`src/rtl/apfm_pkg.sv`:
```
// constants, codes and state types of the amplifier protection monitor
// Notes on behaviour
// - above current limit, pulses are cut short; no fault, no report
// - limit and shutdown watched per channel; misc bit 4 picks level
// - shutdown level puts channel in hi-Z, sets status, asserts fault
// - with diagnostics on, diagnose then restart, else retry every second
// - with diagnostics off, channel stays hi-Z until the host acts
// - DC offset in play puts channel hi-Z, sets status, maskable fault
// - full duty for 20 PWM clocks on any channel flags clipping
// - clip status is sticky until the clear-fault bit is written
// - clip mask gates the warning pin only, not the status
// - two-bit field picks one of four global warning levels
// - global thermal shutdown: all hi-Z, fault; recovers to register state
// - per-channel thermal warning sets status and warning pin
// - channel thermal shutdown holds hi-Z until below its warning
// - supply low on either supply asserts fault and sets status
// - reset restores defaults, serial port hi-Z, power-on warning set
// - output-stage supply high asserts fault and sets status
// - fault pin follows channel, thermal, supply and clock faults live
// - fault masks gate only the pin; all unmasked after reset
// - clip and thermal warning masks gate the pin; unmasked by default
// - warning pin latches until the clear-fault bit is written
// - mute pin low mutes all channels; undriven pin reads low
// - standby ramps outputs down within 5 ms, then shuts down
package apfm_pkg;
  localparam int ADDR_W = 8;
  localparam int DATA_W = 8;
  localparam int NCH = 4;

  localparam logic [7:0] STATE_CTRL_OFS = 8'h00;
  localparam logic [7:0] MISC_CTRL_OFS = 8'h01;
  localparam logic [7:0] FAULT_MASK_OFS = 8'h02;
  localparam logic [7:0] WARN_MASK_OFS = 8'h03;
  localparam logic [7:0] DIAG_CTRL_OFS = 8'h04;
  localparam logic [7:0] CH_FAULT_STAT_OFS = 8'h10;
  localparam logic [7:0] GLB_FAULT_STAT_OFS = 8'h11;
  localparam logic [7:0] WARN_STAT_OFS = 8'h12;
  localparam logic [7:0] CLIP_STAT_OFS = 8'h13;
  localparam logic [7:0] CH_LIVE_STAT_OFS = 8'h14;
  localparam logic [7:0] MISC_CTRL3_OFS = 8'h21;

  localparam int MISC_ILIM_SEL_BIT = 4;
  localparam int MISC_OTW_LVL_LSB = 5;
  localparam int MISC_CLEAR_BIT = 7;

  localparam int FM_CHAN_BIT = 0;
  localparam int FM_GLOBAL_OVERTEMP_SHUTDOWN_BIT = 1;
  localparam int FM_VOLT_BIT = 2;
  localparam int FM_CLK_BIT = 3;
  localparam int WM_CLIP_BIT = 0;
  localparam int WM_OTW_BIT = 1;

  localparam logic [7:0] STATE_CTRL_RST = 8'h00;
  localparam logic [7:0] MISC_CTRL_RST = 8'h00;
  localparam logic [7:0] FAULT_MASK_RST = 8'h00;
  localparam logic [7:0] WARN_MASK_RST = 8'h00;
  localparam logic [3:0] DIAG_EN_RST = 4'hF;

  // two bits per channel in the state control register
  localparam logic [1:0] CH_ST_HIZ = 2'h0;
  localparam logic [1:0] CH_ST_MUTE = 2'h1;
  localparam logic [1:0] CH_ST_PLAY = 2'h2;

  localparam int CLIP_PWM_CLOCKS = 20;
  localparam int CLIP_CNT_W = 5;

  localparam int CLK_FREQ_HZ = 125_000_000;
  localparam int RAMP_TIME_US = 5000;
  localparam int HICCUP_TIME_MS = 1000;
  // longest ramp time, rounded down
  localparam int RAMP_CYCLES = RAMP_TIME_US * (CLK_FREQ_HZ / 1_000_000);
  localparam int HICCUP_CYCLES = HICCUP_TIME_MS * (CLK_FREQ_HZ / 1000);

  localparam int SYNC_W = 39;

  typedef enum logic [2:0] {
    HC_IDLE = 3'b001,
    HC_DIAG = 3'b010,
    HC_WAIT = 3'b100
  } apfm_hc_t;

  typedef enum logic [2:0] {
    SB_RUN = 3'b001,
    SB_RAMP = 3'b010,
    SB_OFF = 3'b100
  } apfm_sb_t;
endpackage : apfm_pkg

```
`src/rtl/apfm_top.sv`:
```
// protection, fault and warning monitor of a four-channel amplifier
//
// The register addresses and the strobed register port were chosen for this implementation.
`timescale 1ns/100ps
`default_nettype none
module apfm_top
  import apfm_pkg::*;
#(
  parameter int RAMP_CYCLES_P = RAMP_CYCLES,
  parameter int HICCUP_CYCLES_P = HICCUP_CYCLES
) (
  input wire logic REF_CLK,
  input wire logic SRST,
  input wire logic [ADDR_W-1:0] REG_ADDR,
  input wire logic [DATA_W-1:0] REG_WDATA,
  input wire logic REG_WR,
  input wire logic REG_RD,
  output logic [DATA_W-1:0] REG_RDATA,
  input wire logic [NCH-1:0] CUR_LIMIT_LO,
  input wire logic [NCH-1:0] CUR_LIMIT_HI,
  input wire logic [NCH-1:0] CUR_SHUTDOWN_LO,
  input wire logic [NCH-1:0] CUR_SHUTDOWN_HI,
  input wire logic [NCH-1:0] DC_OFFSET,
  input wire logic [NCH-1:0] CHANNEL_OVERTEMP_WARNING,
  input wire logic [NCH-1:0] CHANNEL_OVERTEMP_SHUTDOWN,
  input wire logic [3:0] GLOBAL_OVERTEMP_LEVEL,
  input wire logic GLOBAL_OVERTEMP_SHUTDOWN,
  input wire logic SUPPLY_LOW_BATTERY,
  input wire logic SUPPLY_LOW_OUTPUT_STAGE,
  input wire logic SUPPLY_HIGH_EVENT,
  input wire logic CLOCK_ERROR,
  input wire logic MUTE_N,
  input wire logic STANDBY_N,
  input wire logic [NCH-1:0] FULL_DUTY,
  input wire logic PWM_TICK,
  input wire logic [NCH-1:0] DIAG_DONE,
  input wire logic [NCH-1:0] DIAG_LOAD_FAULT,
  output logic [NCH-1:0] PULSE_CUT,
  output logic [NCH-1:0] CH_HIZ,
  output logic [NCH-1:0] CH_MUTE,
  output logic [NCH-1:0] DIAG_START,
  output logic RAMP_DOWN,
  output logic STANDBY_OFF,
  output logic SERIAL_HIZ,
  output logic FAULT_O,
  output logic FAULT_OE_N,
  output logic WARN_O,
  output logic WARN_OE_N
);
  localparam int HC_W = $clog2(HICCUP_CYCLES_P + 1);
  localparam int RP_W = $clog2(RAMP_CYCLES_P + 1);

  // channel-wise match of the two-bit state codes
  function automatic logic [NCH-1:0] st_match(input logic [7:0] ctrl,
                                              input logic [1:0] code);
    logic [NCH-1:0] m;
    m = '0;
    for (int k = 0; k < NCH; k++) begin
      m[k] = (ctrl[2*k +: 2] == code);
    end
    return m;
  endfunction : st_match

  logic [SYNC_W-1:0] sync_q;
  logic [NCH-1:0] lim_lo, lim_hi, sd_lo, sd_hi, dc_s, cotw_s, cotsd_s;
  logic [3:0] gotw_lvl_s;
  logic gotsd_s, low_bat_s, low_stage_s, high_s, clk_err_s;
  logic mute_n_s, stby_n_s;

  apfm_sync #(.W(SYNC_W)) u_sync (
    .clk(REF_CLK),
    .rst(SRST),
    .d({CUR_LIMIT_LO, CUR_LIMIT_HI, CUR_SHUTDOWN_LO, CUR_SHUTDOWN_HI,
        DC_OFFSET, CHANNEL_OVERTEMP_WARNING, CHANNEL_OVERTEMP_SHUTDOWN,
        GLOBAL_OVERTEMP_LEVEL, GLOBAL_OVERTEMP_SHUTDOWN, SUPPLY_LOW_BATTERY,
        SUPPLY_LOW_OUTPUT_STAGE, SUPPLY_HIGH_EVENT, CLOCK_ERROR, MUTE_N,
        STANDBY_N}),
    .q(sync_q)
  );

  assign {lim_lo, lim_hi, sd_lo, sd_hi, dc_s, cotw_s, cotsd_s, gotw_lvl_s,
          gotsd_s, low_bat_s, low_stage_s, high_s, clk_err_s, mute_n_s,
          stby_n_s} = sync_q;

  // register file
  logic [7:0] state_ctrl_r, misc_ctrl_r, fault_mask_r, warn_mask_r;
  logic [NCH-1:0] diag_en_r;
  logic [DATA_W-1:0] rdata_r;
  logic wr_ok, clr_stb, state_wr;
  apfm_sb_t sb_r;

  // the serial port is gone in standby, so writes are dropped there
  assign wr_ok = REG_WR && (sb_r != SB_OFF);
  assign clr_stb = wr_ok && (REG_ADDR == MISC_CTRL3_OFS)
                   && REG_WDATA[MISC_CLEAR_BIT];
  assign state_wr = wr_ok && (REG_ADDR == STATE_CTRL_OFS);

  always_ff @(posedge REF_CLK) begin
    if (SRST) begin
      state_ctrl_r <= STATE_CTRL_RST;
      misc_ctrl_r <= MISC_CTRL_RST;
      fault_mask_r <= FAULT_MASK_RST;
      warn_mask_r <= WARN_MASK_RST;
      diag_en_r <= DIAG_EN_RST;
    end else if (wr_ok) begin
      case (REG_ADDR)
        STATE_CTRL_OFS: state_ctrl_r <= REG_WDATA;
        MISC_CTRL_OFS: misc_ctrl_r <= REG_WDATA;
        FAULT_MASK_OFS: fault_mask_r <= REG_WDATA;
        WARN_MASK_OFS: warn_mask_r <= REG_WDATA;
        DIAG_CTRL_OFS: diag_en_r <= REG_WDATA[NCH-1:0];
        default: ;
      endcase
    end
  end

  logic ilim_sel;
  logic [NCH-1:0] cmd_play, cmd_mute, cmd_hiz;
  logic [NCH-1:0] cut_hit, sd_hit;

  assign ilim_sel = misc_ctrl_r[MISC_ILIM_SEL_BIT];
  assign cut_hit = ilim_sel ? lim_hi : lim_lo;
  assign sd_hit = ilim_sel ? sd_hi : sd_lo;
  assign cmd_play = st_match(state_ctrl_r, CH_ST_PLAY);
  assign cmd_mute = st_match(state_ctrl_r, CH_ST_MUTE);
  // reserved code falls back to hi-Z
  assign cmd_hiz = ~(cmd_play | cmd_mute);

  logic volt_fault, glob_hiz;
  logic [NCH-1:0] oc_fault_r, dc_fault_r, global_overtemp_shutdown_hold_r, clip_r, pulse_cut_r;
  logic [NCH-1:0] hiz_r, mute_r, diag_start_r, clip_now;
  logic [NCH-1:0] hiz_nxt;

  assign volt_fault = low_bat_s | low_stage_s | high_s;
  // thermal and supply shutdown follow the live level and recover alone
  assign glob_hiz = gotsd_s | volt_fault | (sb_r == SB_OFF);
  assign hiz_nxt = cmd_hiz | oc_fault_r | dc_fault_r | global_overtemp_shutdown_hold_r
                   | {NCH{glob_hiz}};

  genvar i;
  generate
    for (i = 0; i < NCH; i++) begin : g_ch
      apfm_hc_t hc_r;
      logic [HC_W-1:0] hc_cnt_r;
      logic [CLIP_CNT_W-1:0] clip_cnt_r;
      logic oc_set, oc_clr, dc_set;

      // only a driven channel can see load current
      assign oc_set = sd_hit[i] && !hiz_r[i];
      assign oc_clr = (hc_r == HC_DIAG && DIAG_DONE[i]
                       && !DIAG_LOAD_FAULT[i])
                      || (state_wr && hc_r == HC_IDLE);
      assign dc_set = dc_s[i] && cmd_play[i] && !hiz_r[i];

      always_ff @(posedge REF_CLK) begin
        if (SRST) begin
          oc_fault_r[i] <= 1'b0;
        end else if (oc_set) begin
          oc_fault_r[i] <= 1'b1;
        end else if (oc_clr) begin
          oc_fault_r[i] <= 1'b0;
        end
      end

      always_ff @(posedge REF_CLK) begin
        if (SRST) begin
          dc_fault_r[i] <= 1'b0;
        end else if (dc_set) begin
          dc_fault_r[i] <= 1'b1;
        end else if (state_wr) begin
          dc_fault_r[i] <= 1'b0;
        end
      end

      // hiccup retry: diagnostics run while the channel is held in hi-Z
      always_ff @(posedge REF_CLK) begin
        if (SRST) begin
          hc_r <= HC_IDLE;
          hc_cnt_r <= '0;
          diag_start_r[i] <= 1'b0;
        end else begin
          diag_start_r[i] <= 1'b0;
          case (hc_r)
            HC_IDLE: begin
              if (oc_set && diag_en_r[i]) begin
                hc_r <= HC_DIAG;
                diag_start_r[i] <= 1'b1;
              end
            end
            HC_DIAG: begin
              if (DIAG_DONE[i]) begin
                hc_cnt_r <= '0;
                hc_r <= DIAG_LOAD_FAULT[i] ? HC_WAIT : HC_IDLE;
              end
            end
            HC_WAIT: begin
              if (hc_cnt_r == HC_W'(HICCUP_CYCLES_P - 1)) begin
                hc_r <= HC_DIAG;
                diag_start_r[i] <= 1'b1;
              end else begin
                hc_cnt_r <= hc_cnt_r + 1'b1;
              end
            end
            default: hc_r <= HC_IDLE;
          endcase
        end
      end

      always_ff @(posedge REF_CLK) begin
        if (SRST) begin
          global_overtemp_shutdown_hold_r[i] <= 1'b0;
        end else if (cotsd_s[i]) begin
          global_overtemp_shutdown_hold_r[i] <= 1'b1;
        end else if (!cotw_s[i]) begin
          global_overtemp_shutdown_hold_r[i] <= 1'b0;
        end
      end

      // counter saturates so a long clip keeps the live level high
      always_ff @(posedge REF_CLK) begin
        if (SRST || !FULL_DUTY[i]) begin
          clip_cnt_r <= '0;
        end else if (PWM_TICK && !clip_now[i]) begin
          clip_cnt_r <= clip_cnt_r + 1'b1;
        end
      end
      assign clip_now[i] = (clip_cnt_r == CLIP_CNT_W'(CLIP_PWM_CLOCKS));

      always_ff @(posedge REF_CLK) begin
        if (SRST) begin
          clip_r[i] <= 1'b0;
        end else if (clip_now[i]) begin
          clip_r[i] <= 1'b1;
        end else if (clr_stb) begin
          clip_r[i] <= 1'b0;
        end
      end
    end
  endgenerate

  always_ff @(posedge REF_CLK) begin
    if (SRST) begin
      hiz_r <= '1;
      mute_r <= '0;
      pulse_cut_r <= '0;
    end else begin
      hiz_r <= hiz_nxt;
      mute_r <= ~hiz_nxt & (cmd_mute | {NCH{!mute_n_s}});
      // limiting trims pulses only and touches no status
      pulse_cut_r <= cut_hit & ~hiz_nxt;
    end
  end

  // standby: ramp active outputs down, then shut down
  logic [RP_W-1:0] ramp_cnt_r;
  always_ff @(posedge REF_CLK) begin
    if (SRST) begin
      sb_r <= SB_RUN;
      ramp_cnt_r <= '0;
    end else begin
      case (sb_r)
        SB_RUN: begin
          ramp_cnt_r <= '0;
          if (!stby_n_s) begin
            sb_r <= (&hiz_r) ? SB_OFF : SB_RAMP;
          end
        end
        SB_RAMP: begin
          if (ramp_cnt_r == RP_W'(RAMP_CYCLES_P - 1)) begin
            sb_r <= SB_OFF;
          end else begin
            ramp_cnt_r <= ramp_cnt_r + 1'b1;
          end
        end
        SB_OFF: begin
          if (stby_n_s) begin
            sb_r <= SB_RUN;
          end
        end
        default: sb_r <= SB_RUN;
      endcase
    end
  end

  // fault and warning pins
  logic gotw_now, otw_any, global_overtemp_shutdown_any, fault_r, warn_r, por_r, serial_hiz_r;
  logic warn_set;

  assign gotw_now = gotw_lvl_s[misc_ctrl_r[MISC_OTW_LVL_LSB +: 2]];
  assign otw_any = gotw_now | (|cotw_s);
  assign global_overtemp_shutdown_any = gotsd_s | (|global_overtemp_shutdown_hold_r);
  assign warn_set = ((|clip_now) && !warn_mask_r[WM_CLIP_BIT])
                    || (otw_any && !warn_mask_r[WM_OTW_BIT]);

  always_ff @(posedge REF_CLK) begin
    if (SRST) begin
      fault_r <= 1'b0;
    end else begin
      fault_r <= ((|(oc_fault_r | dc_fault_r))
                  && !fault_mask_r[FM_CHAN_BIT])
                 || (global_overtemp_shutdown_any && !fault_mask_r[FM_GLOBAL_OVERTEMP_SHUTDOWN_BIT])
                 || (volt_fault && !fault_mask_r[FM_VOLT_BIT])
                 || (clk_err_s && !fault_mask_r[FM_CLK_BIT]);
    end
  end

  // power-on reset leaves the warning pin low until software clears it
  always_ff @(posedge REF_CLK) begin
    if (SRST) begin
      warn_r <= 1'b1;
    end else if (warn_set) begin
      warn_r <= 1'b1;
    end else if (clr_stb) begin
      warn_r <= 1'b0;
    end
  end

  always_ff @(posedge REF_CLK) begin
    if (SRST) begin
      por_r <= 1'b1;
    end else if (clr_stb) begin
      por_r <= 1'b0;
    end
  end

  always_ff @(posedge REF_CLK) begin
    if (SRST) begin
      serial_hiz_r <= 1'b1;
    end else begin
      serial_hiz_r <= (sb_r == SB_OFF);
    end
  end

  // read port: data stand one cycle after the strobe, zero otherwise
  always_ff @(posedge REF_CLK) begin
    if (SRST || !REG_RD) begin
      rdata_r <= '0;
    end else begin
      case (REG_ADDR)
        STATE_CTRL_OFS: rdata_r <= state_ctrl_r;
        MISC_CTRL_OFS: rdata_r <= misc_ctrl_r;
        FAULT_MASK_OFS: rdata_r <= fault_mask_r;
        WARN_MASK_OFS: rdata_r <= warn_mask_r;
        DIAG_CTRL_OFS: rdata_r <= {4'h0, diag_en_r};
        CH_FAULT_STAT_OFS: rdata_r <= {dc_fault_r, oc_fault_r};
        GLB_FAULT_STAT_OFS: rdata_r <= {2'h0, sb_r == SB_OFF, clk_err_s,
                                        high_s, low_stage_s, low_bat_s,
                                        gotsd_s};
        WARN_STAT_OFS: rdata_r <= {2'h0, por_r, gotw_now,
                                   cotw_s};
        CLIP_STAT_OFS: rdata_r <= {clip_now, clip_r};
        CH_LIVE_STAT_OFS: rdata_r <= {global_overtemp_shutdown_hold_r, hiz_r};
        default: rdata_r <= '0;
      endcase
    end
  end

  assign REG_RDATA = rdata_r;
  assign PULSE_CUT = pulse_cut_r;
  assign CH_HIZ = hiz_r;
  assign CH_MUTE = mute_r;
  assign DIAG_START = diag_start_r;
  assign RAMP_DOWN = (sb_r == SB_RAMP);
  assign STANDBY_OFF = (sb_r == SB_OFF);
  assign SERIAL_HIZ = serial_hiz_r;
  // open-drain pins only ever pull low
  assign FAULT_O = 1'b0;
  assign FAULT_OE_N = ~fault_r;
  assign WARN_O = 1'b0;
  assign WARN_OE_N = ~warn_r;
endmodule : apfm_top
`default_nettype wire

```
`src/rtl/apfm_sync.sv`:
```
// three-stage input synchroniser with agreement filter
`timescale 1ns/100ps
`default_nettype none
module apfm_sync #(
  parameter int W = 1
) (
  input wire logic clk,
  input wire logic rst,
  input wire logic [W-1:0] d,
  output logic [W-1:0] q
);
  logic [W-1:0] s1_r;
  logic [W-1:0] s2_r;
  logic [W-1:0] s3_r;

  always_ff @(posedge clk) begin
    if (rst) begin
      s1_r <= '0;
      s2_r <= '0;
      s3_r <= '0;
    end else begin
      s1_r <= d;
      s2_r <= s1_r;
      s3_r <= s2_r;
    end
  end

  // a bit only moves once two later stages agree, so one-cycle glitches die
  genvar g;
  generate
    for (g = 0; g < W; g++) begin : g_bit
      always_ff @(posedge clk) begin
        if (rst) begin
          q[g] <= 1'b0;
        end else if (s2_r[g] == s3_r[g]) begin
          q[g] <= s3_r[g];
        end
      end
    end
  endgenerate
endmodule : apfm_sync
`default_nettype wire

```
`config.mk`:
```
export PLATFORM = sky130hd
export DESIGN_NAME = apfm_top
export DESIGN_NICKNAME = d
export VERILOG_FILES = /design/src/rtl/apfm_pkg.sv /design/src/rtl/apfm_top.sv /design/src/rtl/apfm_sync.sv
export SDC_FILE = /design/constraint.sdc
export NUM_CORES = 1
export LEC_CHECK = 0
export BUFFER_PORTS_ARGS = -buffer_cell sky130_fd_sc_hd__buf_2
export CORE_ASPECT_RATIO = 1.25
export CORE_UTILIZATION = 55
export CTS_CLUSTER_DIAMETER = 50
export DETAILED_ROUTE_END_ITERATION = 12
export MAX_ROUTING_LAYER = met4
export PLACE_DENSITY_LB_ADDON = 0.15
export SETUP_SLACK_MARGIN = 0.4
export SLEW_MARGIN = 20
export SYNTH_ARGS = -nofsm -noshare
export SYNTH_HDL_FRONTEND = slang
export SYNTH_HIERARCHICAL = 1
export SYNTH_SLANG_ARGS = --single-unit
```
`constraint.sdc`:
```
create_clock -name REF_CLK -period 2.8 [get_ports REF_CLK]
set_input_delay 0.42 -clock REF_CLK [delete_from_list [all_inputs] [get_ports REF_CLK]]
set_output_delay 0.42 -clock REF_CLK [all_outputs]
set_load 0.05 [all_outputs]
```
==> out/results.ini <==
[status]
status = finished clean

[logic_synthesis]
synth_seq_cells = 399
synth_cells = 1986
netlist_area_um2 = 17200
yosysSeqAreaShare_pct = 46.6
ys_warn_count = 6
synthArstFlopShare_pct = 0
syn_area_per_cell_um2 = 8.64
synth-edff-count = 0
ys.flop_type = dfxtp_1
ys_types = 95

[routing]
drc = 0
drt-total-wl_mm = 43.5
vias_per_cell = 6.00
drtIter0Drc = 1392
vias = 15200
postRouteAntennaNets = 0
routedWlPerCell_um = 17.2
first_pass_iters = 5

[worst_setup_path]
worst_setup_path_start_kind = flop
crit_required_ns = 2.38
path_max_fanout = 6
crit_slowest_cell = nor3b_2
worstRegToRegCells = 5
r2r-end = g_ch[2].hc_cnt_r[20]
path_buf_inv = 1
crit_type = reg2out
worstSetupEndpointType = output pin
r2r_start = g_ch[2].hc_cnt_r[8]
path_cells = nor3b_2 -> buf_2
crit_path_max_incr_delay_ns = 0.51
arrival_ns = 1.88
crit_family = simple AND/OR/NAND/NOR gates
r2r_setup_slack_ns = 0.54

[power]
p_per_area_nw_per_um2 = 601
power.total_w = 0.0117
p_leak_nw = 6.90
ir_drop_mv = 0.668

[worst_hold_path]
hold_class = in2reg
min-delay-start = GLOBAL_OVERTEMP_SHUTDOWN
whs_endpoint = u_sync/s1_r[6]
holdPathStages = 2

[global_route]
grt_max_degree = 84
antenna_found_initial = 3
grt_overflow = 0
grt_use_total_pct = 27.7
grt_pass1_vias = 14000
grt_pass1_wl_mm = 70.8

[floorplanning]
die_w_um = 160
fp-row-count = 71
die_y_um = 199
core_area_um2 = 30400
ioPinCount = 103
floorplan.die_area_um2 = 31900
initial_core_util_pct = 56.5

[sta]
tns_ns = 0
period_minus_slack_ns = 2.30
tightestPinTransition_ns = 0.779
finClkSkew_ns = 0.0137
timing.final.hold_violations = 0
rsz0062_at_grt = yes
finalCritPeriodShare_pct = 82.2
slew-limit-headroom_pct = 46.7
fmax_mhz = 434
setup_viol = 0
slew_viol_final = 0

[finish]
drive_gt1_share_pct = 13.2
area_growth_pct = 13.7
nNetsFinal = 2182
fillCellCount = 2632

[place]
portBuffers = 100
dp_hpwl_mm = 30.5
finalWeightedCongestion = 0.947

[clock_network]
cts_root_buf = clkbuf_16
clock_path_buffers = 3
htree_levels = 2
clock-sinks = 399
cts_buffers = 43
cts_tree = yes
worstSkewPairLatency_ns = 0.55
cts.clk_slew.worst_paths_ns = 0.06

[flow_run]
cap_viol_max_count = 0

[cells in the final DEF (no fill, tap or decap), drive strengths merged, types with 20 or more instances in the layout]
master	instances
nor3	35
or4	20
ha	21
a22oi	20
a31oi	33
nor2b	125
inv	56
or3	35
and3	32
nor2	134
nand2	218
nand4	46
a21oi	189
o21ai	104
and4	20
dfxtp	399
buf	148
nor4	26
clkbuf	60
nand3	118
[worst max path at each step]
stage | from | to | slack [ns] | depth (start not counted)
finish | sb_r[2] | STANDBY_OFF | 0.50 | 2
global route | sb_r[2] | STANDBY_OFF | 0.39 | 2
CTS | g_ch[0].hc_cnt_r[11] | g_ch[0].hc_cnt_r[22] | 0.45 | 6
detailed placement | REG_ADDR[4] | warn_mask_r[5] | 0.41 | 6
global placement | REG_ADDR[4] | warn_mask_r[6] | 0.44 | 6
floorplan | g_ch[2].hc_r[0] | g_ch[2].hc_cnt_r[10] | 0.61 | 8
[timing repair]
| item | in CTS | in global routing |
|---|---|---|
| resized for setup | 0 | 8 |
| hold buffers | 0 | 0 |
| endpoints found under the setup margin | 0 | 31 |
| buffers inserted | 0 | 5 |
[stage by stage]
stage / cells / worst slack, ns / instance area (um2) / utilization (%) / hold WS (ns)
4_1_cts: 2517 / 0.451 / 19400 / 64.0 / 0.0518
6_report: 2525 / 0.498 / 19500 / 64.2 / 0.0766
5_1_grt: 2525 / 0.389 / 19500 / 64.2 / 0.0617
2_1_floorplan: 1987 / 0.609 / 17200 / - / 0.414
3_5_place_dp: 2440 / 0.412 / 18100 / 59.5 / 0.423
3_3_place_gp: 2440 / 0.440 / 18100 / 59.5 / 0.418
[where the power goes]
group	switching (W)	internal, W
Clock	0.00230	0.00317
Sequential	0.0000502	0.00577
Combinational	0.000286	0.000159
Total	0.00263	0.00910
[cell families after synthesis]
family	synth area share, %
DFF	46.6
AOI/OAI and AO/OA	17.2
muxes	1.44
adders and majority gates	1.53
and+or+nand+nor	28.3
xor gates and xnor gates	1.02
other	0.0219
buffers and inverters	3.92
[final cells by class]
type                    instances  area [um2]  area share, %
diodes                          3        7.51         0.0385
clock buffers                  59        1190           6.08
clock inverters                18         175          0.898
inverters                      52         195           1.00
multi-input cells            1444        8550           43.8
flip-flops and latches        399        7990           40.9
well taps                     401         502           2.57
repair buffers                149         906           4.64
[cells in the mapped netlist (7+ instances only)]
master | number | share of area [%]
nand3_1 | 118 | 3.4
nand3b_1 | 7 | 0.31
xor2_1 | 11 | 0.56
xnor2_1 | 9 | 0.46
and3_1 | 32 | 1.2
and2_1 | 8 | 0.29
a21o_1 | 8 | 0.35
mux2i_1 | 18 | 1.1
or4_1 | 16 | 0.70
a22oi_1 | 20 | 0.88
nor2b_1 | 125 | 4.6
a41oi_1 | 14 | 0.71
and4_1 | 19 | 0.97
o22a_1 | 9 | 0.46
ha_1 | 21 | 1.5
nor3b_1 | 17 | 0.74
o31ai_1 | 15 | 0.66
a31oi_1 | 33 | 1.2
nand2_1 | 218 | 4.8
nand2b_1 | 11 | 0.40
dfxtp_1 | 399 | 47
nor4b_1 | 12 | 0.61
nor4_1 | 23 | 0.84
inv_1 | 51 | 1.1
buf_6 | 10 | 0.66
nand4b_1 | 11 | 0.56
clkbuf_1 | 56 | 1.2
or3_1 | 31 | 1.1
nor3_1 | 31 | 0.90
or2_2 | 10 | 0.36
a21oi_1 | 184 | 5.4
o21ai_0 | 95 | 2.8
nand4_1 | 46 | 1.7
o211ai_1 | 11 | 0.48
nor2_1 | 133 | 2.9
buf_2 | 17 | 0.50
[sequential cells by signal (all words and copies together), names as in the netlist, 3 cells and up]
| signal | flops |
|---|---|
| g_ch.hc_cnt_r | 108 |
| u_sync/q | 39 |
| u_sync/s1_r | 39 |
| u_sync/s2_r | 39 |
| u_sync/s3_r | 39 |
| g_ch.clip_cnt_r | 20 |
| ramp_cnt_r | 20 |
| g_ch.hc_r | 12 |
| REG_RDATA | 8 |
| fault_mask_r | 8 |
| misc_ctrl_r | 8 |
| state_ctrl_r | 8 |
| warn_mask_r | 8 |
| CH_HIZ | 4 |
| CH_MUTE | 4 |
| DIAG_START | 4 |
| PULSE_CUT | 4 |
| clip_r | 4 |
| dc_fault_r | 4 |
| diag_en_r | 4 |
| global_overtemp_shutdown_hold_r | 4 |
| oc_fault_r | 4 |
| sb_r | 3 |
[worst reg2reg max path: stages (launching register included)]
cell and delay [ns]:
dfxtp_1 0.51, nand4_1 0.27, nor3_2 0.62, nand3_1 0.16
or4_2 0.55, o21ai_1 0.09
[metal layers]
metal / vias to the layer above / wire length [um] / GRT usage, %
li1: 7401 / - / -
met3: 99 / 2530 / 4.57
met4: 0 / 1500 / 11.2
met1: 7178 / 19100 / 33.9
met5: - / 0 / -
met2: 475 / 20300 / 45.7
No activity file was read; power rests on OpenSTA's default activity.
